==> config.mk <==
export PLATFORM = sky130hd
export DESIGN_NAME = cprcs_core
export DESIGN_NICKNAME = d
export VERILOG_FILES = /design/src/hdl/cprcs_core.v /design/src/hdl/cprcs_addr_sel.v /design/src/hdl/cprcs_stack.v
export VERILOG_INCLUDE_DIRS = /design/src /design/src/hdl
export SDC_FILE = /design/constraint.sdc
export NUM_CORES = 1
export LEC_CHECK = 0
export BUFFER_PORTS_ARGS = -buffer_cell sky130_fd_sc_hd__buf_4
export CELL_PAD_IN_SITES_DETAIL_PLACEMENT = 1
export CELL_PAD_IN_SITES_GLOBAL_PLACEMENT = 1
export CORE_UTILIZATION = 49
export DETAILED_ROUTE_END_ITERATION = 10
export HOLD_SLACK_MARGIN = 0.06
export PLACE_DENSITY = 0.88
export SETUP_SLACK_MARGIN = 0.3
export SLEW_MARGIN = 40
export SYNTH_ARGS = -nofsm -noshare
export SYNTH_HDL_FRONTEND = slang
export SYNTH_SLANG_ARGS = --single-unit
==> constraint.sdc <==
create_clock -name ref_clk -period 3.75 [get_ports ref_clk]
set_input_delay 0.375 -clock ref_clk [delete_from_list [all_inputs] [get_ports ref_clk]]
set_output_delay 0.375 -clock ref_clk [all_outputs]
set_load 0.01 [all_outputs]
==> src/hdl/cprcs_defs.vh <==
// constants for the pointer register and call stack block
`ifndef CPRCS_DEFS_VH
`define CPRCS_DEFS_VH
`define CPRCS_ADDR_TBL_HIGH   8'h82
`define CPRCS_ADDR_OFFSET_PTR 8'h83
`define CPRCS_ADDR_BANK_PTR   8'h84
`define CPRCS_ADDR_STACK_PTR  8'hdf
`define CPRCS_ADDR_STACK_BASE 8'hf0
`define CPRCS_STACK_PAGE      4'hf
`define CPRCS_WORK_LO         8'h80
`define CPRCS_WORK_HI         8'h87
`define CPRCS_PTR_RST         8'h00
`define CPRCS_GIE_BIT         7
`define CPRCS_GIE_RST         1'b0
`define CPRCS_SP_RST          3'h7
`define CPRCS_SP_EMPTY        3'h7
`define CPRCS_ENT_RST         11'h000
`define CPRCS_DEPTH_MAX       4'h8
`define CPRCS_BANK0           8'h00
`endif

==> src/hdl/cprcs_core.v <==
// pointer registers, addressing modes and call stack of the cpu core
`timescale 1ns/1ns
`include "cprcs_defs.vh"
module cprcs_core #(
  parameter PC_W  = 11,
  parameter ROM_W = 16
) (
  ref_clk,
  rst_n,
  acc_in,
  imm_req,
  imm_to_acc,
  imm_addr,
  imm_data,
  imm_reject,
  dir_req,
  dir_to_ram,
  dir_addr,
  ind_req,
  ind_to_ram,
  ram_req,
  ram_we,
  ram_addr,
  ram_wdata,
  ram_rvalid,
  ram_rdata,
  tbl_req,
  rom_addr,
  rom_valid,
  rom_data,
  acc_load,
  acc_data,
  call_push,
  push_pc,
  ret_pop,
  reti_pop,
  pc_load,
  pc_data,
  pc_from_irq,
  stack_over,
  stack_pointer,
  global_irq_enable
);
  input  wire             ref_clk;
  input  wire             rst_n;
  input  wire [7:0]       acc_in;
  input  wire             imm_req;
  input  wire             imm_to_acc;
  input  wire [7:0]       imm_addr;
  input  wire [7:0]       imm_data;
  output reg              imm_reject;
  input  wire             dir_req;
  input  wire             dir_to_ram;
  input  wire [7:0]       dir_addr;
  input  wire             ind_req;
  input  wire             ind_to_ram;
  output reg              ram_req;
  output reg              ram_we;
  output reg  [15:0]      ram_addr;
  output reg  [7:0]       ram_wdata;
  input  wire             ram_rvalid;
  input  wire [7:0]       ram_rdata;
  input  wire             tbl_req;
  output wire [15:0]      rom_addr;
  input  wire             rom_valid;
  input  wire [ROM_W-1:0] rom_data;
  output reg              acc_load;
  output reg  [7:0]       acc_data;
  input  wire             call_push;
  input  wire [PC_W-1:0]  push_pc;
  input  wire             ret_pop;
  input  wire             reti_pop;
  output wire             pc_load;
  output wire [PC_W-1:0]  pc_data;
  output reg              pc_from_irq;
  output wire             stack_over;
  output wire [2:0]       stack_pointer;
  output wire             global_irq_enable;

  reg  [7:0]      tbl_high_reg;
  reg  [7:0]      offset_ptr_reg;
  reg  [7:0]      bank_ptr_reg;
  reg             gie_reg;
  reg             tbl_wait_reg;
  reg             rd_wait_reg;
  wire [15:0]     sel_addr;
  wire [PC_W-1:0] ent_rd_data;
  wire [7:0]      wr_addr;
  wire [7:0]      wr_data;
  wire            wr_go;
  wire            wr_int;
  wire            imm_ok;
  wire            dir_rd;
  wire            dir_rd_int;
  wire            sp_wr;
  wire            ent_wr;
  reg  [7:0]      int_rd_data;
  wire            rd_issue;
  wire            rd_done;
  wire            tbl_done;
  wire            pop_go;

  // registers held inside this block
  function is_internal;
    input [7:0] a;
    begin
      is_internal = (a == `CPRCS_ADDR_TBL_HIGH) || (a == `CPRCS_ADDR_OFFSET_PTR) ||
                    (a == `CPRCS_ADDR_BANK_PTR) || (a == `CPRCS_ADDR_STACK_PTR) ||
                    (a[7:4] == `CPRCS_STACK_PAGE);
    end
  endfunction

  // entry n lives at base + 2*(7-n): low byte even, high byte odd
  function [2:0] entry_index;
    input [7:0] a;
    begin
      entry_index = ~a[3:1];
    end
  endfunction

  assign imm_ok   = (imm_addr >= `CPRCS_WORK_LO) && (imm_addr <= `CPRCS_WORK_HI);
  assign dir_rd   = dir_req && !dir_to_ram;
  assign dir_rd_int = dir_rd && is_internal(dir_addr);
  assign wr_go    = (imm_req && !imm_to_acc && imm_ok) || (dir_req && dir_to_ram);
  assign wr_addr  = (imm_req && !imm_to_acc) ? imm_addr : dir_addr;
  assign wr_data  = (imm_req && !imm_to_acc) ? imm_data : acc_in;
  assign wr_int   = wr_go && is_internal(wr_addr);
  assign sp_wr    = wr_int && (wr_addr == `CPRCS_ADDR_STACK_PTR);
  assign ent_wr   = wr_int && (wr_addr[7:4] == `CPRCS_STACK_PAGE);
  assign rom_addr = {bank_ptr_reg, offset_ptr_reg};
  assign global_irq_enable = gie_reg;
  // push wins over a pop, so a lost pop must not change the return kind
  assign rd_issue = !dir_rd_int && (dir_rd || ind_req) && !rd_wait_reg;
  assign rd_done  = rd_wait_reg && ram_rvalid;
  assign tbl_done = tbl_wait_reg && rom_valid;
  assign pop_go   = (ret_pop || reti_pop) && !call_push;

  cprcs_addr_sel u_addr_sel (
    .use_pair   (ind_req),
    .bank_ptr   (bank_ptr_reg),
    .offset_ptr (offset_ptr_reg),
    .dir_addr   (dir_addr),
    .ram_addr   (sel_addr)
  );

  cprcs_stack #(
    .PC_W (PC_W)
  ) u_stack (
    .ref_clk       (ref_clk),
    .rst_n         (rst_n),
    .push          (call_push),
    .push_pc       (push_pc),
    .pop           (ret_pop || reti_pop),
    .sp_wr         (sp_wr),
    .sp_wr_data    (wr_data[2:0]),
    .ent_wr        (ent_wr),
    .ent_wr_hi     (wr_addr[0]),
    .ent_idx       (entry_index(ent_wr ? wr_addr : dir_addr)),
    .ent_wr_data   (wr_data),
    .ent_rd_data   (ent_rd_data),
    .stack_pointer (stack_pointer),
    .pop_pc        (pc_data),
    .pop_valid     (pc_load),
    .stack_over    (stack_over)
  );

  // readback of the bank-0 system registers
  always @* begin
    int_rd_data = 8'h00;
    case (dir_addr)
      `CPRCS_ADDR_TBL_HIGH:   int_rd_data = tbl_high_reg;
      `CPRCS_ADDR_OFFSET_PTR: int_rd_data = offset_ptr_reg;
      `CPRCS_ADDR_BANK_PTR:   int_rd_data = bank_ptr_reg;
      `CPRCS_ADDR_STACK_PTR:  int_rd_data = {gie_reg, 4'h0, stack_pointer};
      default: begin
        if (dir_addr[0]) begin
          int_rd_data = {{(16 - PC_W){1'b0}}, ent_rd_data[PC_W-1:8]};
        end else begin
          int_rd_data = ent_rd_data[7:0];
        end
      end
    endcase
  end

  // pointer and table registers; a table answer beats a software write
  always @(posedge ref_clk or negedge rst_n) begin
    if (!rst_n) begin
      tbl_high_reg   <= `CPRCS_PTR_RST;
      offset_ptr_reg <= `CPRCS_PTR_RST;
      bank_ptr_reg   <= `CPRCS_PTR_RST;
    end else begin
      if (wr_int) begin
        case (wr_addr)
          `CPRCS_ADDR_TBL_HIGH:   tbl_high_reg   <= wr_data;
          `CPRCS_ADDR_OFFSET_PTR: offset_ptr_reg <= wr_data;
          `CPRCS_ADDR_BANK_PTR:   bank_ptr_reg   <= wr_data;
          default:                tbl_high_reg   <= tbl_high_reg;
        endcase
      end
      if (tbl_done) begin
        tbl_high_reg <= rom_data[ROM_W-1:8];
      end
    end
  end

  // enable bit is written even when a push or pop drops the pointer write
  always @(posedge ref_clk or negedge rst_n) begin
    if (!rst_n) begin
      gie_reg <= `CPRCS_GIE_RST;
    end else if (sp_wr) begin
      gie_reg <= wr_data[`CPRCS_GIE_BIT];
    end
  end

  // answer waits; a new ram read is ignored while one is outstanding
  always @(posedge ref_clk or negedge rst_n) begin
    if (!rst_n) begin
      tbl_wait_reg <= 1'b0;
      rd_wait_reg  <= 1'b0;
      imm_reject   <= 1'b0;
      pc_from_irq  <= 1'b0;
    end else begin
      imm_reject <= imm_req && !imm_to_acc && !imm_ok;
      if (pop_go) begin
        pc_from_irq <= reti_pop;
      end
      if (rd_issue) begin
        rd_wait_reg <= !(ind_req && ind_to_ram);
      end else if (rd_done) begin
        rd_wait_reg <= 1'b0;
      end
      // rom_addr holds the pointer pair while the program memory answers
      if (tbl_req) begin
        tbl_wait_reg <= 1'b1;
      end else if (tbl_done) begin
        tbl_wait_reg <= 1'b0;
      end
    end
  end

  // data memory port; a read request outranks a direct write
  always @(posedge ref_clk or negedge rst_n) begin
    if (!rst_n) begin
      ram_req   <= 1'b0;
      ram_we    <= 1'b0;
      ram_addr  <= 16'h0000;
      ram_wdata <= 8'h00;
    end else begin
      ram_req <= 1'b0;
      ram_we  <= 1'b0;
      if (rd_issue) begin
        ram_req   <= 1'b1;
        ram_we    <= ind_req && ind_to_ram;
        ram_addr  <= sel_addr;
        ram_wdata <= acc_in;
      end else if (wr_go && !wr_int) begin
        ram_req   <= 1'b1;
        ram_we    <= 1'b1;
        ram_addr  <= {`CPRCS_BANK0, wr_addr};
        ram_wdata <= wr_data;
      end
    end
  end

  // accumulator loads; one source per cycle is expected
  always @(posedge ref_clk or negedge rst_n) begin
    if (!rst_n) begin
      acc_load <= 1'b0;
      acc_data <= 8'h00;
    end else begin
      acc_load <= 1'b0;
      if (tbl_done) begin
        acc_load <= 1'b1;
        acc_data <= rom_data[7:0];
      end else if (rd_done) begin
        acc_load <= 1'b1;
        acc_data <= ram_rdata;
      end else if (dir_rd_int) begin
        acc_load <= 1'b1;
        acc_data <= int_rd_data;
      end else if (imm_req && imm_to_acc) begin
        acc_load <= 1'b1;
        acc_data <= imm_data;
      end
    end
  end
endmodule

==> src/hdl/cprcs_addr_sel.v <==
// ram address selection for direct and indirect-pair accesses
`timescale 1ns/1ns
module cprcs_addr_sel (
  use_pair,
  bank_ptr,
  offset_ptr,
  dir_addr,
  ram_addr
);
  input  wire        use_pair;
  input  wire [7:0]  bank_ptr;
  input  wire [7:0]  offset_ptr;
  input  wire [7:0]  dir_addr;
  output wire [15:0] ram_addr;

  // direct moves always land in bank 0
  assign ram_addr = use_pair ? {bank_ptr, offset_ptr} : {`CPRCS_BANK0, dir_addr};
endmodule

==> src/hdl/cprcs_stack.v <==
// eight-level return-address stack with its pointer
`timescale 1ns/1ns
`include "cprcs_defs.vh"
module cprcs_stack #(
  parameter PC_W = 11
) (
  ref_clk,
  rst_n,
  push,
  push_pc,
  pop,
  sp_wr,
  sp_wr_data,
  ent_wr,
  ent_wr_hi,
  ent_idx,
  ent_wr_data,
  ent_rd_data,
  stack_pointer,
  pop_pc,
  pop_valid,
  stack_over
);
  input  wire            ref_clk;
  input  wire            rst_n;
  input  wire            push;
  input  wire [PC_W-1:0] push_pc;
  input  wire            pop;
  input  wire            sp_wr;
  input  wire [2:0]      sp_wr_data;
  input  wire            ent_wr;
  input  wire            ent_wr_hi;
  input  wire [2:0]      ent_idx;
  input  wire [7:0]      ent_wr_data;
  output wire [PC_W-1:0] ent_rd_data;
  output wire [2:0]      stack_pointer;
  output reg  [PC_W-1:0] pop_pc;
  output reg             pop_valid;
  output reg             stack_over;

  reg [PC_W-1:0] entry_reg [0:7];
  reg [2:0]      sp_reg;
  reg [3:0]      depth_reg;
  wire [2:0]     sp_up;
  wire [2:0]     push_idx;
  wire [2:0]     pop_idx;
  wire           full;
  integer        i;

  assign sp_up         = sp_reg + 3'h1;
  assign push_idx      = ~sp_reg;
  assign pop_idx       = ~sp_up;
  assign full          = (depth_reg == `CPRCS_DEPTH_MAX);
  assign ent_rd_data   = entry_reg[ent_idx];
  assign stack_pointer = sp_reg;

  always @(posedge ref_clk or negedge rst_n) begin
    if (!rst_n) begin
      sp_reg     <= `CPRCS_SP_RST;
      depth_reg  <= 4'h0;
      pop_pc     <= `CPRCS_ENT_RST;
      pop_valid  <= 1'b0;
      stack_over <= 1'b0;
      for (i = 0; i < 8; i = i + 1) begin
        entry_reg[i] <= `CPRCS_ENT_RST;
      end
    end else begin
      pop_valid  <= 1'b0;
      stack_over <= 1'b0;
      if (push) begin
        sp_reg <= sp_reg - 3'h1;
        if (full) begin
          stack_over <= 1'b1;
        end else begin
          entry_reg[push_idx] <= push_pc;
          depth_reg           <= depth_reg + 4'h1;
        end
      end else if (pop) begin
        sp_reg    <= sp_up;
        pop_pc    <= entry_reg[pop_idx];
        pop_valid <= 1'b1;
        if (depth_reg != 4'h0) begin
          depth_reg <= depth_reg - 4'h1;
        end
      end else begin
        if (sp_wr) begin
          sp_reg    <= sp_wr_data;
          // a full stack cannot be told from an empty one by pointer alone
          depth_reg <= {1'b0, ~sp_wr_data};
        end
        if (ent_wr && ent_wr_hi) begin
          entry_reg[ent_idx][PC_W-1:8] <= ent_wr_data[PC_W-9:0];
        end else if (ent_wr) begin
          entry_reg[ent_idx][7:0] <= ent_wr_data;
        end
      end
    end
  end
endmodule

* After elaboration in Yosys (flattened, before gate mapping)
Index checks and enable logic that the tools add are counted.
** Cells by class
- Reductions and logical operators :: 55
- Bitwise operators :: 8
- Div/mod/pow operators :: 0
- Mux-type cells :: 60
- Add/sub/neg operators :: 4
- Equality and inequality tests :: 14
- Shifts and indexed selects :: 0
- Multiply operators :: 0
- $lt $le $gt $ge :: 7
** Operators with widths (number)
- two-way mux 88 bit :: 5
- bitwise mux 88 bit :: 3
- two-way mux 8 bit :: 13
- demux 11 bit (select 3 bit) :: 3
- binary-select mux 11 bit (select 3 bit) :: 2
- two-way mux 11 bit :: 6
- == test 8 bit (second input constant) :: 8
- two-way mux 16 bit :: 3
- case mux 8 bit (4 select lines) :: 1
- two-way mux 4 bit :: 6
- logical AND 1 bit :: 21
- two-way mux 1 bit :: 15
- == test 4 bit (second input constant) :: 3
- greater-or-equal comparator 4 bit (second input constant) :: 3
- NOT 3 bit :: 4
- NOT 3 -> 4 bit :: 3
- logical OR 1 bit :: 11
- nonzero test 2 bit :: 5
- two-way mux 3 bit :: 3
- greater-or-equal comparator 8 bit (second input constant) :: 1
- <= comparator 8 bit (second input constant) :: 1
- logical NOT 1 bit :: 8
- less-than comparator 4 x 1 -> 1 bit (second input constant) :: 2
- AND reduction 2 bit :: 4
- 10 further kinds :: 14
** Word-level totals
- Output and inout bits :: 70
- Input port bits :: 81
- Word-level logic and storage cells :: 175
- Memories :: 0
- Register bits :: 172
- Memory bits (writable) :: 0
- Bits in read-only memories :: 0
- Bits in latches :: 0

* Logic depth before layout (Yosys ltp)
Gate-level depths: netlist of the first run.
- Depth after elaboration :: 22
- Mapped depth :: 11
- Gate-level depth less buffers :: 7

* By module
A second synthesis of the first run with hierarchy kept.
** Second synthesis, totals
- Cells, all modules :: 1045
- Area, all modules :: 10734.0 um2
** By module, submodules not included
- cprcs_stack :: seq. area each 2706.3 um2, instances 1, area each 6879.1 um2, cells each 641
- cprcs_core :: seq. area each 1601.5 um2, instances 1, area each 3684.8 um2, cells each 386
- cprcs_addr_sel :: seq. area each 0.0 um2, instances 1, area each 170.2 um2, cells each 18

* Worst setup path before layout of the first run
Ideal clock, no wire load.
- Path type :: input -> register
- From :: input port imm_to_acc
- To :: register u_stack.entry_reg[77] (netlist name)
- Arrival :: 2.132 ns
- Slack :: 1.493 ns
- Path buffers :: 1
- Cell stages on the path :: 8
- Required time :: 3.625 ns
- Setup time :: 0.125 ns
- Path through :: nand4b_2 -> nor2_1 -> buf_2 -> mux2i_1 -> nand2_1 -> mux2i_1 -> nand2_1 -> mux2_2
** On the way
- Longest elaborated chain between the ends :: 22
- Elaborated cells on any way between the ends :: 35
- Classes of those cells :: 2 x order compare; 5 x eq/ne; 12 x mux; 2 x bitwise; 14 x reduce/logical
** Ends and longest elaborated chain
- start, declared :: line cprcs_core.v:48 : input wire imm_to_acc;
- logical NOT 1 bit (*) :: line cprcs_core.v:124, cprcs_core.v:125, cprcs_core.v:126
- logical AND 1 bit (*) :: line cprcs_core.v:124, cprcs_core.v:125, cprcs_core.v:126
- two-way mux 8 bit :: line cprcs_core.v:125 : assign wr_addr = (imm_req && !imm_to_acc) ? imm_addr : dir_addr;
- == test 8 bit
- logical OR 1 bit (4 in a row) :: line cprcs_core.v:107 : is_internal = (a == `CPRCS_ADDR_TBL_HIGH) || (a == `CPRCS_ADDR_OFFSET_PTR) ||
- logical AND 1 bit :: line cprcs_core.v:127 : assign wr_int = wr_go && is_internal(wr_addr);
- logical AND 1 bit :: line cprcs_core.v:129 : assign ent_wr = wr_int && (wr_addr[7:4] == `CPRCS_STACK_PAGE);
- two-way mux 4 bit :: line cprcs_core.v:158 : .ent_idx (entry_index(ent_wr ? wr_addr : dir_addr)),
- (+3 left out)
- logical AND 1 bit (not written as such) :: line cprcs_stack.v:94 : entry_reg[ent_idx][7:0] <= ent_wr_data;
- two-way mux 8 bit (not written as such) :: line cprcs_stack.v:94
- demux 11 bit (select 3 bit) :: line cprcs_stack.v:94
- bitwise mux 88 bit :: line cprcs_stack.v:94
- two-way mux 88 bit :: line cprcs_stack.v:93 : end else if (ent_wr) begin
- two-way mux 88 bit :: line cprcs_stack.v:91 : if (ent_wr && ent_wr_hi) begin
- two-way mux 88 bit :: line cprcs_stack.v:78 : end else if (pop) begin
- two-way mux 88 bit :: line cprcs_stack.v:70 : if (push) begin
- end signal, assigned by index :: line cprcs_stack.v:75 : entry_reg[push_idx] <= push_pc;
- end signal, assigned by index :: line cprcs_stack.v:92 : entry_reg[ent_idx][PC_W-1:8] <= ent_wr_data[PC_W-9:0];
- end signal, assigned by index :: line cprcs_stack.v:94
- end, declared :: line cprcs_stack.v:41 : reg [PC_W-1:0] entry_reg [0:7];
Every way passes the cells marked *; elsewhere a longest branch is shown, timed or not. The select of a mux whose other input is x is not followed.
A chain may end at the register's enable or synchronous reset.

* Worst setup path after layout of the first run
- From :: register u_stack.sp_reg[0] (netlist: u_stack.stack_pointer[0])
- To :: register u_stack.entry_reg[16] (netlist name)
** On the way
- Longest elaborated chain between the ends :: 9
- Elaborated cells on any way between the ends :: 10
- Classes of those cells :: 2 x order compare; 5 x mux; 2 x bitwise; 1 x reduce/logical
** Ends and longest elaborated chain
- start, declared :: line cprcs_stack.v:42 : reg [2:0] sp_reg;
- start signal, assigned :: line cprcs_stack.v:59 : sp_reg <= `CPRCS_SP_RST;
- start signal, assigned :: line cprcs_stack.v:71 : sp_reg <= sp_reg - 3'h1;
- start signal, assigned :: line cprcs_stack.v:79 : sp_reg <= sp_up;
- NOT 3 bit (*) :: line cprcs_stack.v:51 : assign push_idx = ~sp_reg;
- NOT 3 -> 4 bit (not written as such) (*) :: line cprcs_stack.v:75
- greater-or-equal comparator 4 bit (not written as such) or less-than comparator 4 x 1 -> 1 bit (tied branches) :: line cprcs_stack.v:75
- logical AND 1 bit (not written as such) :: line cprcs_stack.v:75
- two-way mux 11 bit (not written as such) :: line cprcs_stack.v:75
- demux 11 bit (select 3 bit) (*) :: line cprcs_stack.v:75
- bitwise mux 88 bit (*) :: line cprcs_stack.v:75
- two-way mux 88 bit (*) :: line cprcs_stack.v:72 : if (full) begin
- two-way mux 88 bit (*) :: line cprcs_stack.v:70
- end signal, assigned by index :: line cprcs_stack.v:65 : entry_reg[i] <= `CPRCS_ENT_RST;
- end signal, assigned by index :: line cprcs_stack.v:75
- end signal, assigned by index :: line cprcs_stack.v:92
Marked as above.

==> results of run 1 <==
cells by family after synthesis:
| logic type | count (synthesis) |
|---|---|
| compound gates | 293 |
| xor+xnor | 5 |
| flops | 172 |
| mux | 192 |
| buf+inv | 82 |
| simple gates | 275 |
| fa+ha+maj | 5 |
per-stage QoR:
step,std cells,instance area (um2)
detailed placement,1417,11900
finish,1451,12600
floorplan,1024,10400
CTS,1450,12600
global placement,1417,11900
global route,1451,12600
layer usage:
metal | wire length, um | vias up | part of all wire | track usage
met2 | 20900 | 943 | 0.44 | 0.666
met5 | 0 | - | 0 | 0
met3 | 6210 | 324 | 0.13 | 0.145
li1 | - | 4195 | - | -
met4 | 3580 | 0 | 0.076 | 0.283
met1 | 16700 | 5439 | 0.35 | 0.541
synthesized netlist by cell type, types with 9 or more instances:
library cell | n | area (um2)
sky130_fd_sc_hd__mux4_2 | 22 | 495
sky130_fd_sc_hd__o21ai_0 | 59 | 295
sky130_fd_sc_hd__inv_1 | 16 | 60.1
sky130_fd_sc_hd__dfrtp_1 | 169 | 4230
sky130_fd_sc_hd__o22ai_1 | 102 | 638
sky130_fd_sc_hd__o31ai_1 | 12 | 90.1
sky130_fd_sc_hd__nand2_1 | 149 | 559
sky130_fd_sc_hd__o221ai_1 | 10 | 87.6
sky130_fd_sc_hd__mux2_2 | 121 | 1360
sky130_fd_sc_hd__clkbuf_1 | 40 | 150
sky130_fd_sc_hd__buf_2 | 16 | 80.1
sky130_fd_sc_hd__a22o_1 | 13 | 114
sky130_fd_sc_hd__mux2i_1 | 47 | 470
sky130_fd_sc_hd__a21oi_1 | 22 | 110
sky130_fd_sc_hd__o211ai_1 | 10 | 75.1
sky130_fd_sc_hd__nor2_1 | 32 | 120
sky130_fd_sc_hd__nor3_1 | 9 | 45.0
sky130_fd_sc_hd__nand3_1 | 21 | 105
sky130_fd_sc_hd__nand2b_1 | 9 | 56.3
area by class of cell:
| class | count | share of cell area |
|---|---|---|
| clock buffer | 17 | 0.0337 |
| inverter | 17 | 0.00506 |
| clock inverter | 15 | 0.0162 |
| tap | 270 | 0.0268 |
| timing repair buffer | 190 | 0.116 |
| sequential | 172 | 0.342 |
| multi-input combinational | 770 | 0.460 |
where the power goes:
| part | internal, mW | switching [mW] | leakage (nW) |
|---|---|---|---|
| registers | 2.25 | 0.410 | 2.29 |
| logic | 1.04 | 1.42 | 3.19 |
| clock network | 1.08 | 0.895 | 0.304 |
repair_timing:
action                    in CTS  in global routing
setup buffers                  0                  0
hold endpoints to repair      93                  0
hold buffers                   1                  0
worst paths after layout:
kind,to,depth (start not counted)
max in group asynchronous,u_stack.entry_reg[69],4
worst max-delay path,u_stack.entry_reg[16],5
worst max register to register,u_stack.entry_reg[16],5
worst min register to register,ram_addr[1],2
worst min-delay path,tbl_wait_reg,2
min in group asynchronous,ram_wdata[1],2
==> metrics, run 1 <==
routed len/inst=32.6 um; number of placement rows=52; critical path class=reg -> reg; maximum root-to-sink buffer count=2; DPL Wire Length=about 31000 um; Worst Hold Launch=tbl_req; sequential fraction of the synthesis area=0.413; proportion of register bits with asynchronous set or reset after synthesis=1.00; flip-flop and latch count after synthesis=~170; crit-path max cell delay=0.69 ns; core region area=a little over 20000 um2; Antenna Diode Count=0; initial standard-cell utilization of the core=0.507; Clock Skew=0.0143 ns; Clock Latency Late Sink=0.46 ns; Clk Tree Root Cell=sky130_fd_sc_hd__clkbuf_16; vertical extent of the die=148 um; number of resized instances in the post-cts repair step=0; Worst Hold Slack=0.0998 ns; mean instance size in the synthesized netlist=10.2 um2; TritonCTS clock tree=yes; iteration-0 DRC count of the detailed router=1464; Final Total Pwr=7.09 mW; Min-Delay Path Class=in -> reg; max-slew violations=0; Synth-to-Final Area Change=20.9%; required time reported for the critical path endpoint=roughly 4.1 ns; share of synthesized cell area in and, or, nand and nor gates=0.123; pre-CTS setup slack=0.706 ns; die outline area=21900 um2; Total Neg Setup Slack=0 ns; number of top-level pins=roughly 150; number of flops mapped to enable cells by yosys=0; synthesized instance count=roughly 1.0k; length of the first detailed-routing pass in iterations=6; fraction of final layout cells sized beyond drive strength 1=0.338; number of routed nets with antenna violations=0; post-CTS clock slew at the launch and capture registers of the worst setup and hold paths=0.08 ns; category of the worst setup path capture point=flip-flop; DRC violation count after routing=0; max capacitance violation total=0; antenna violations before repair=0; fill cell total of the finished layout=2235; startpoint of the worst setup timing path=u_stack.stack_pointer[0]; global-route wire length before repair=70500 um; number of hold violations in the final report=0; sum of buffers and inverters on the critical path=1; Final min period=2.92 ns; Setup Viol. Count Final=0; utilization after layout=0.613; CTS buffer count=17; arrival time of the worst setup path=approximately 3.3 ns; number of global-route vias before repair=11.4k; cell-by-cell trace of the critical path=inv_1 > or3_1 > o21ai_0 > nand2_1 > mux2_2; synthesized-area fraction occupied by ao, oa, aoi and oai cells=0.191; static leakage=slightly below 6 nW; number of warning messages in the yosys log=0; start of the worst register-to-register path=u_stack.stack_pointer[0]; RSZ-0062 raised after global routing=false; VDD IR-drop max=approximately 430 uV; grt total ovfl=0; family of cells with the greatest summed delay on the critical path=simple AND/OR/NAND/NOR gates; nets=between 1k and 1.5k; commonest cells after routing, fill and taps aside=sky130_fd_sc_hd__buf_4 (186), sky130_fd_sc_hd__dfrtp_1 (169), sky130_fd_sc_hd__nand2_1 (149); Die Span X=around 150 um; total detailed-routing wirelength=47300 um; TritonCTS sink count=about 170; run status=complete, no violations; worst slew margin relative to its limit=0.389; max reg flops=88; final worst slack=0.826 ns; dominant combinational cell family by area after synthesis=multiplexers; area used by multi-input combinational logic=5800 um2; area share of fa/ha/maj cells after synthesis=0.00600; dominant register cell in the synthesized netlist=sky130_fd_sc_hd__dfrtp_1; global-route usage over all layers=0.440; total vias in the final route=between 10k and 15k; via density per instance=7.51; Distinct cells, synth=82; fraction of synthesized cell area in xor and xnor cells=0.00420; Worst Max-Slew Pin Slew=0.912 ns; CP Launch Type=flip-flop; net count of the mapped netlist=1110; cell area after synthesis=10400 um2; setup slack of the worst register-to-register path=0.83 ns; GP Congestion=0.952; most common library cell in the layout ignoring fill and taps=sky130_fd_sc_hd__buf_4; maximum fanout along the worst path=12; number of port buffers=150; largest net degree at the start of global routing=99; H-tree depth reported by CTS=4; cell area power density=562 nW/um2; register area=roughly 4300 um2; multiplexer share of the synthesized area=0.227; critical path's slowest cell=sky130_fd_sc_hd__or3_1; Period Utilization, post-route=0.780; timing-limited maximum frequency=342 MHz
Power figures use the tool's default switching activity.
==> run 2: changes to the inputs <==
--- a/config.mk
+++ b/config.mk
@@ -9,10 +9,10 @@
 export BUFFER_PORTS_ARGS = -buffer_cell sky130_fd_sc_hd__buf_4
 export CELL_PAD_IN_SITES_DETAIL_PLACEMENT = 1
 export CELL_PAD_IN_SITES_GLOBAL_PLACEMENT = 1
-export CORE_UTILIZATION = 49
+export CORE_UTILIZATION = 41
 export DETAILED_ROUTE_END_ITERATION = 10
 export HOLD_SLACK_MARGIN = 0.06
-export PLACE_DENSITY = 0.88
+export PLACE_DENSITY = 0.79
 export SETUP_SLACK_MARGIN = 0.3
 export SLEW_MARGIN = 40
 export SYNTH_ARGS = -nofsm -noshare
==> constraint.sdc (replaced) <==
create_clock -name ref_clk -period 2.35 [get_ports ref_clk]
set_input_delay 0.235 -clock ref_clk [delete_from_list [all_inputs] [get_ports ref_clk]]
set_output_delay 0.235 -clock ref_clk [all_outputs]
set_load 0.01 [all_outputs]
==> metrics, run 2 (same netlist as run 1, synthesis figures left out) <==
run status=complete, no violations; DRC violation count after routing=0 (unchanged); crit-path max cell delay=0.57 ns (-0.12 ns); fraction of final layout cells sized beyond drive strength 1=0.430 (+0.0925); CP Launch Type=input pin; number of routed nets with antenna violations=0 (unchanged); number of port buffers=150 (unchanged); critical path's slowest cell=sky130_fd_sc_hd__or4b_4; timing-limited maximum frequency=approximately 450 MHz; CTS buffer count=17 (unchanged); destination of the worst register-to-register timing path=u_stack.pop_pc[0]; die outline area=26100 um2 (+19%); DPL Wire Length=32600 um (+6.4%); global-route wire length before repair=71800 um (+1.8%); length of the first detailed-routing pass in iterations=6 (unchanged); sum of buffers and inverters on the critical path=3 (+2); initial standard-cell utilization of the core=0.424 (-0.0834); Period Utilization, post-route=0.949; Worst Max-Slew Pin Slew=0.640 ns (-0.272 ns); Worst Hold Launch=rom_valid; most common library cell in the layout ignoring fill and taps=sky130_fd_sc_hd__buf_4; vertical extent of the die=161 um (+9.2%); number of hold violations in the final report=0 (unchanged); Setup Viol. Count Final=0 (unchanged); category of the worst setup path capture point=flip-flop; Synth-to-Final Area Change=37.9%; start of the worst register-to-register path=u_stack.stack_pointer[0]; RSZ-0062 raised after global routing=true; Worst Hold Path Cells=3 (+1); setup slack of the worst register-to-register path=0.23 ns (-0.60 ns); grt total ovfl=0 (unchanged); arrival time of the worst setup path=2.60 ns (-0.65 ns); number of placement rows=57 (+9.6%); required time reported for the critical path endpoint=2.72 ns (-1.35 ns); post-layout instance count excluding filler cells=1661 (+14%); family of cells with the greatest summed delay on the critical path=compound AO/OA/AOI/OAI gates; maximum fanout along the worst path=7 (-5); post-CTS clock slew at the launch and capture registers of the worst setup and hold paths=0.07 ns (about the same); R2R depth=6 (+1); critical path class=in -> reg; worst slew margin relative to its limit=0.573 (+0.183); cell area power density=859 nW/um2 (+53%); number of global-route vias before repair=11.7k (+3.0%); antenna violations before repair=1 (+1); Cell Count Post-Placement=1582 (+12%); nets=1409 (+12%); Clock Skew=0.0134 ns (-0.000875 ns); TritonCTS clock tree=yes; core region area=24600 um2 (+20%); number of top-level pins=151 (unchanged); Die Span X=161 um (+9.2%); crit-path most repeated cell=sky130_fd_sc_hd__buf_4; maximum root-to-sink buffer count=2 (unchanged); commonest cells after routing, fill and taps aside=sky130_fd_sc_hd__buf_4 (296), sky130_fd_sc_hd__dfrtp_1 (169), sky130_fd_sc_hd__nand2_1 (140); iteration-0 DRC count of the detailed router=1421 (-2.9%); Min-Delay Path Class=in -> reg; routed len/inst=31.7 um (-2.8%); Final min period=2.23 ns; max-slew violations=0 (unchanged); utilization after layout=0.584 (-0.0290); VDD IR-drop max=572 uV (+33%); TritonCTS sink count=172 (unchanged); sink of the worst hold path=tbl_wait_reg; largest net degree at the start of global routing=80 (-19%); Clock Latency Late Sink=0.46 ns (about the same); GP Congestion=0.966 (+1.4%); total detailed-routing wirelength=52600 um (+11%); Clk Tree Root Cell=sky130_fd_sc_hd__clkbuf_16; via density per instance=6.90 (-8.1%); max reg flops=88 (unchanged); max capacitance violation total=0 (unchanged); total vias in the final route=11.5k (+5.2%); static leakage=6.63 nW (+14%); cell-by-cell trace of the critical path=buf_8 > or4b_4 > a211oi_4 > buf_4 > o21ai_4 > a21oi_2 > buf_4 > o21ai_0 > o21a_1 > o211ai_1; H-tree depth reported by CTS=4 (unchanged); global-route usage over all layers=0.373 (-0.0672)
[run 2: stage by stage]
step | hold WS [ns] | total power, mW | setup TNS, ns | area (um2) | setup slack [ns]
CTS | 0.0718 | 11.5 | 0 | 13900 | 0.259
floorplan | -0.0606 | 6.29 | 0 | 10400 | 0.239
global placement | 0.150 | 8.10 | -24.02 | 13000 | -0.404
detailed placement | 0.155 | 8.28 | -11.42 | 13000 | -0.258
global route | 0.0843 | 12.6 | 0 | 14400 | 0.115
finish | 0.0776 | 12.4 | 0 | 14400 | 0.120
[run 2: cell type report]
| class | count | area, um2 |
|---|---|---|
| Timing Repair Buffer | 344 | 2920 |
| Antenna cell | 1 | 2.50 |
| Tap cell | 324 | 405 |
| Fill cell | 2678 | 10200 |
| Clock buffer | 19 | 433 |
| Multi-Input combinational cell | 771 | 6080 |
| Inverter | 17 | 67.6 |
| Sequential cell | 172 | 4310 |
| Clock inverter | 13 | 154 |
[run 2: tightest hold or removal path, cell delays in order]
cell                     delay [ns]
sky130_fd_sc_hd__buf_4         0.11
sky130_fd_sc_hd__inv_1         0.04
sky130_fd_sc_hd__a21o_1        0.10
[run 2: metal layers]
layer,vias up,global-route usage,share of wire
met5,-,0,0
met3,304,0.0914,0.12
met1,5694,0.460,0.35
li1,4514,-,-
met4,0,0.225,0.070
met2,956,0.591,0.46
[run 2: worst max-delay path by stage]
stage | slack [ns] | end | startpoint | depth (start not counted)
floorplan | 0.24 | acc_data[4] | dir_addr[6] | 7
global placement | -0.40 | u_stack.entry_reg[60] | imm_req | 9
detailed placement | -0.26 | acc_data[2] | imm_to_acc | 10
CTS | 0.26 | u_stack.pop_pc[10] | u_stack.stack_pointer[0] | 5
global route | 0.12 | acc_data[0] | dir_addr[4] | 10
finish | 0.12 | acc_data[0] | dir_addr[4] | 10
[run 2: power breakdown]
| group | leakage, nW | switching [mW] | internal (mW) |
|---|---|---|---|
| logic | 4.06 | 2.72 | 2.39 |
| clock network | 0.280 | 1.40 | 1.60 |
| registers | 2.29 | 0.652 | 3.60 |
[run 2: repair_timing]
item | in CTS | in global routing
gates resized for setup | 29 | 56
endpoints found under the hold margin | 50 | 0
gates cloned | 1 | 2
buffers inserted | 4 | 19
pin swaps | 2 | 19
hold buffers | 20 | 0
setup endpoints to repair | 87 | 109
==> run 3: changes to the inputs <==
--- a/config.mk
+++ b/config.mk
@@ -6,10 +6,11 @@
 export SDC_FILE = /design/constraint.sdc
 export NUM_CORES = 1
 export LEC_CHECK = 0
+export ABC_AREA = 1
 export BUFFER_PORTS_ARGS = -buffer_cell sky130_fd_sc_hd__buf_4
 export CELL_PAD_IN_SITES_DETAIL_PLACEMENT = 1
 export CELL_PAD_IN_SITES_GLOBAL_PLACEMENT = 1
-export CORE_UTILIZATION = 41
+export CORE_UTILIZATION = 38
 export DETAILED_ROUTE_END_ITERATION = 10
 export HOLD_SLACK_MARGIN = 0.06
 export PLACE_DENSITY = 0.79
==> metrics, run 3 <==
total detailed-routing wirelength=47200 um (-10%); synthesized instance count=1492 (+46%); RSZ-0062 raised after global routing=true; die outline area=28600 um2 (+9.6%); flip-flop and latch count after synthesis=172 (unchanged); CTS buffer count=17 (unchanged); leading post-synthesis cells by cell area=sky130_fd_sc_hd__dfrtp_1 (40%), sky130_fd_sc_hd__nand2_1 (13%), sky130_fd_sc_hd__o21ai_0 (7.3%); Distinct cells, synth=51 (-38%); timing-limited maximum frequency=497 MHz (+11%); Worst Hold Launch=acc_in[2]; antenna violations before repair=0 (-1); routed len/inst=22.1 um (-30%); cell-by-cell trace of the critical path=buf_4 > buf_4 > nand3_1 > nand2_2 > nand2_2 > nor2_4 > buf_12 > nand2_8 > nand2_1 > nand2_2 > nand2_2 > nor2_4 > nand2_1 > nand2_1 > nor2_1 > nand3_1 > nand2_1 > nand2_2 > a21oi_1; cell area after synthesis=10600 um2 (+1.7%); Clk Tree Root Cell=sky130_fd_sc_hd__clkbuf_16; required time reported for the critical path endpoint=2.68 ns (-0.04 ns); Antenna Diode Count=0 (-1); crit-path most repeated cell=sky130_fd_sc_hd__nand2_2; total vias in the final route=12.1k (+5.8%); net count of the mapped netlist=1578 (+42%); largest net degree at the start of global routing=61 (-24%); setup slack of the worst register-to-register path=0.35 ns (+0.12 ns); most common library cell in the layout ignoring fill and taps=sky130_fd_sc_hd__nand2_1; core region area=27200 um2 (+10%); worst slew margin relative to its limit=0.564 (-0.00908); nets=1839 (+31%); GR met2 Demand/Resource=0.528 (-0.0633); Synth-to-Final Area Change=34.6%; category of the worst setup path capture point=flip-flop; critical path's slowest cell=sky130_fd_sc_hd__nor2_4; final worst slack=0.338 ns (+0.218 ns); GP Congestion=0.963 (-0.26%); Switch Pwr=4.32 mW (-9.3%); number of placement rows=60 (+5.3%); commonest cells after routing, fill and taps aside=sky130_fd_sc_hd__nand2_1 (357), sky130_fd_sc_hd__buf_4 (275), sky130_fd_sc_hd__dfrtp_1 (169); utilization after layout=0.525 (-0.0595); TritonCTS sink count=172 (unchanged); number of global-route vias before repair=12.4k (+5.8%); DRC violation count after routing=0 (unchanged); dominant register cell in the synthesized netlist=sky130_fd_sc_hd__dfrtp_1; R2R depth=10 (+4); Min-Delay Path Class=in -> reg; Period Utilization, post-route=0.856 (-0.0929); crit-path max cell delay=0.20 ns (-0.37 ns); maximum root-to-sink buffer count=2 (unchanged); max capacitance violation total=0 (unchanged); start of the worst register-to-register path=u_stack.depth_reg[0]; max reg flops=88 (unchanged); internal power=6.64 mW (-12%); iteration-0 DRC count of the detailed router=1095 (-23%); DPL Wire Length=35100 um (+7.6%); number of warning messages in the yosys log=0 (unchanged); global routing met3 resource utilization=0.0594 (-0.0320); portion of synthesized cell area occupied by the leading cell type=0.399 (-0.00665); length of the first detailed-routing pass in iterations=5 (-1); number of port buffers=150 (unchanged); via density per instance=5.68 (-18%); Gate power share=0.379 (-0.035); initial standard-cell utilization of the core=0.390 (-0.0337); Clock Skew=0.0142 ns (+0.000755 ns); sequential fraction of the synthesis area=0.406 (-0.00678); static leakage=6.68 nW (+0.74%); Clock Latency Late Sink=0.44 ns (-0.02 ns); Setup Viol. Count Final=0 (unchanged); VDD IR-drop max=608 uV (+6.4%); GR met1 Demand/Resource=0.436 (-0.0243); Worst Hold Path Cells=3 (unchanged); global-route usage over all layers=0.328 (-0.0452); Final min period=2.01 ns (-0.218 ns); number of top-level pins=151 (unchanged); Worst Max-Slew Pin Slew=0.654 ns (+0.0136 ns); maximum fanout along the worst path=8 (+1); Worst Hold Slack=0.0669 ns (-0.0107 ns); most used standard cell by instance count after synthesis=sky130_fd_sc_hd__nand2_1; H-tree depth reported by CTS=4 (unchanged); Total Neg Setup Slack=0 ns (unchanged); Die Span X=169 um (+4.7%); mean instance size in the synthesized netlist=7.10 um2 (-30%); global-route wire length before repair=70700 um (-1.6%); proportion of power drawn by flip-flops and latches=0.348 (+0.004); number of routed nets with antenna violations=0 (unchanged); proportion of register bits with asynchronous set or reset after synthesis=1.00 (unchanged); area leader, netlist=sky130_fd_sc_hd__dfrtp_1; destination of the worst register-to-register timing path=u_stack.entry_reg[61]; arrival time of the worst setup path=2.34 ns (-0.26 ns); area of all placed cells without fillers=14300 um2 (-0.79%); layer with the highest usage after global routing=met2; vertical extent of the die=169 um (+4.7%); fraction of final layout cells sized beyond drive strength 1=0.252 (-0.178); number of hold violations in the final report=0 (unchanged); sink of the worst hold path=ram_wdata[2]; top cell types by occurrence after synthesis=sky130_fd_sc_hd__nand2_1 (376), sky130_fd_sc_hd__dfrtp_1 (169), sky130_fd_sc_hd__inv_1 (166), sky130_fd_sc_hd__o21ai_0 (155), sky130_fd_sc_hd__a21oi_1 (107); critical path class=in -> reg; TritonCTS clock tree=yes; grt total ovfl=0 (unchanged); CP Launch Type=input pin; max-slew violations=0 (unchanged); startpoint of the worst setup timing path=imm_req; pre-CTS setup slack=-0.247 ns (+0.0103 ns); part of the power in the clock network=0.274 (+0.032); number of flops mapped to enable cells by yosys=0 (unchanged); cell area power density=769 nW/um2 (-11%); run status=complete, no violations; Post-DP Area=13200 um2 (+1.6%); Sw Share=0.394 (+0.00839); post-CTS clock slew at the launch and capture registers of the worst setup and hold paths=0.08 ns (about the same)
run 3: cell count changes after synthesis, moves of 9 or more:
cell	previous run	this run
sky130_fd_sc_hd__nand2_1	149	376
sky130_fd_sc_hd__inv_1	16	166
sky130_fd_sc_hd__mux2_2	121	0
sky130_fd_sc_hd__o21ai_0	59	155
sky130_fd_sc_hd__a21oi_1	22	107
sky130_fd_sc_hd__nor2_1	32	106
sky130_fd_sc_hd__nand3_1	21	79
sky130_fd_sc_hd__o21ai_1	0	51
sky130_fd_sc_hd__mux2i_1	47	0
sky130_fd_sc_hd__mux4_2	22	0
sky130_fd_sc_hd__nor2_4	0	16
sky130_fd_sc_hd__a22o_1	13	2
sky130_fd_sc_hd__nand2b_1	9	0
run 3: metrics by stage:
stage	power (mW)	instances
2_1_floorplan	5.98	1492
3_3_place_gp	7.69	2084
3_5_place_dp	7.80	2084
4_1_cts	10.8	2127
5_1_grt	11.5	2138
6_report	11.0	2138
run 3: kinds of logic after synthesis:
logic type,synth area share
xor+xnor,0.00331
fa+ha+maj,0.00590
flops,0.406
simple gates,0.249
compound gates,0.242
buf+inv,0.0934
run 3: worst max path at each step:
| stage | to | slack, ns | cells past startpoint |
|---|---|---|---|
| floorplan | u_stack.pop_pc[4] | 0.18 | 11 |
| global placement | acc_data[5] | -0.16 | 17 |
| detailed placement | acc_data[5] | -0.25 | 17 |
| CTS | acc_data[5] | 0.26 | 17 |
| global route | ram_addr[0] | 0.18 | 17 |
| finish | acc_data[7] | 0.34 | 19 |
run 3: area by class of cell:
type,instances,area (um2)
fill,3461,12900
tap,372,465
sequential,172,4310
clock buffer,18,439
timing repair buffer,314,2680
inverter,172,653
multi-input combinational,1076,5570
clock inverter,14,155
run 3: worst max-delay path: cells and delay by family:
kind            cells  cell delay, ns
buf+inv             3            0.43
simple gates       15            1.59
compound gates      1            0.07
run 3: power by group through the flow:
stage	Sequential [mW]	Combinational [mW]	Clock, mW
global route	3.87	4.47	3.13
detailed placement	3.86	3.94	0
finish	3.82	4.15	3.00
CTS	3.81	4.00	3.02
floorplan	3.87	2.11	0
global placement	3.84	3.85	0
run 3: layer usage:
metal	up-vias	wire length (um)
met3	104	3050
met2	468	22500
li1	5523	-
met1	6040	20100
met5	-	0
met4	0	1530
run 3: repair_timing:
item	CTS	global route
endpoints found under the hold margin	174	0
setup endpoints to repair	22	146
pin swaps	5	25
hold buffers	6	0
gates resized for setup	5	79
buffers inserted	5	11
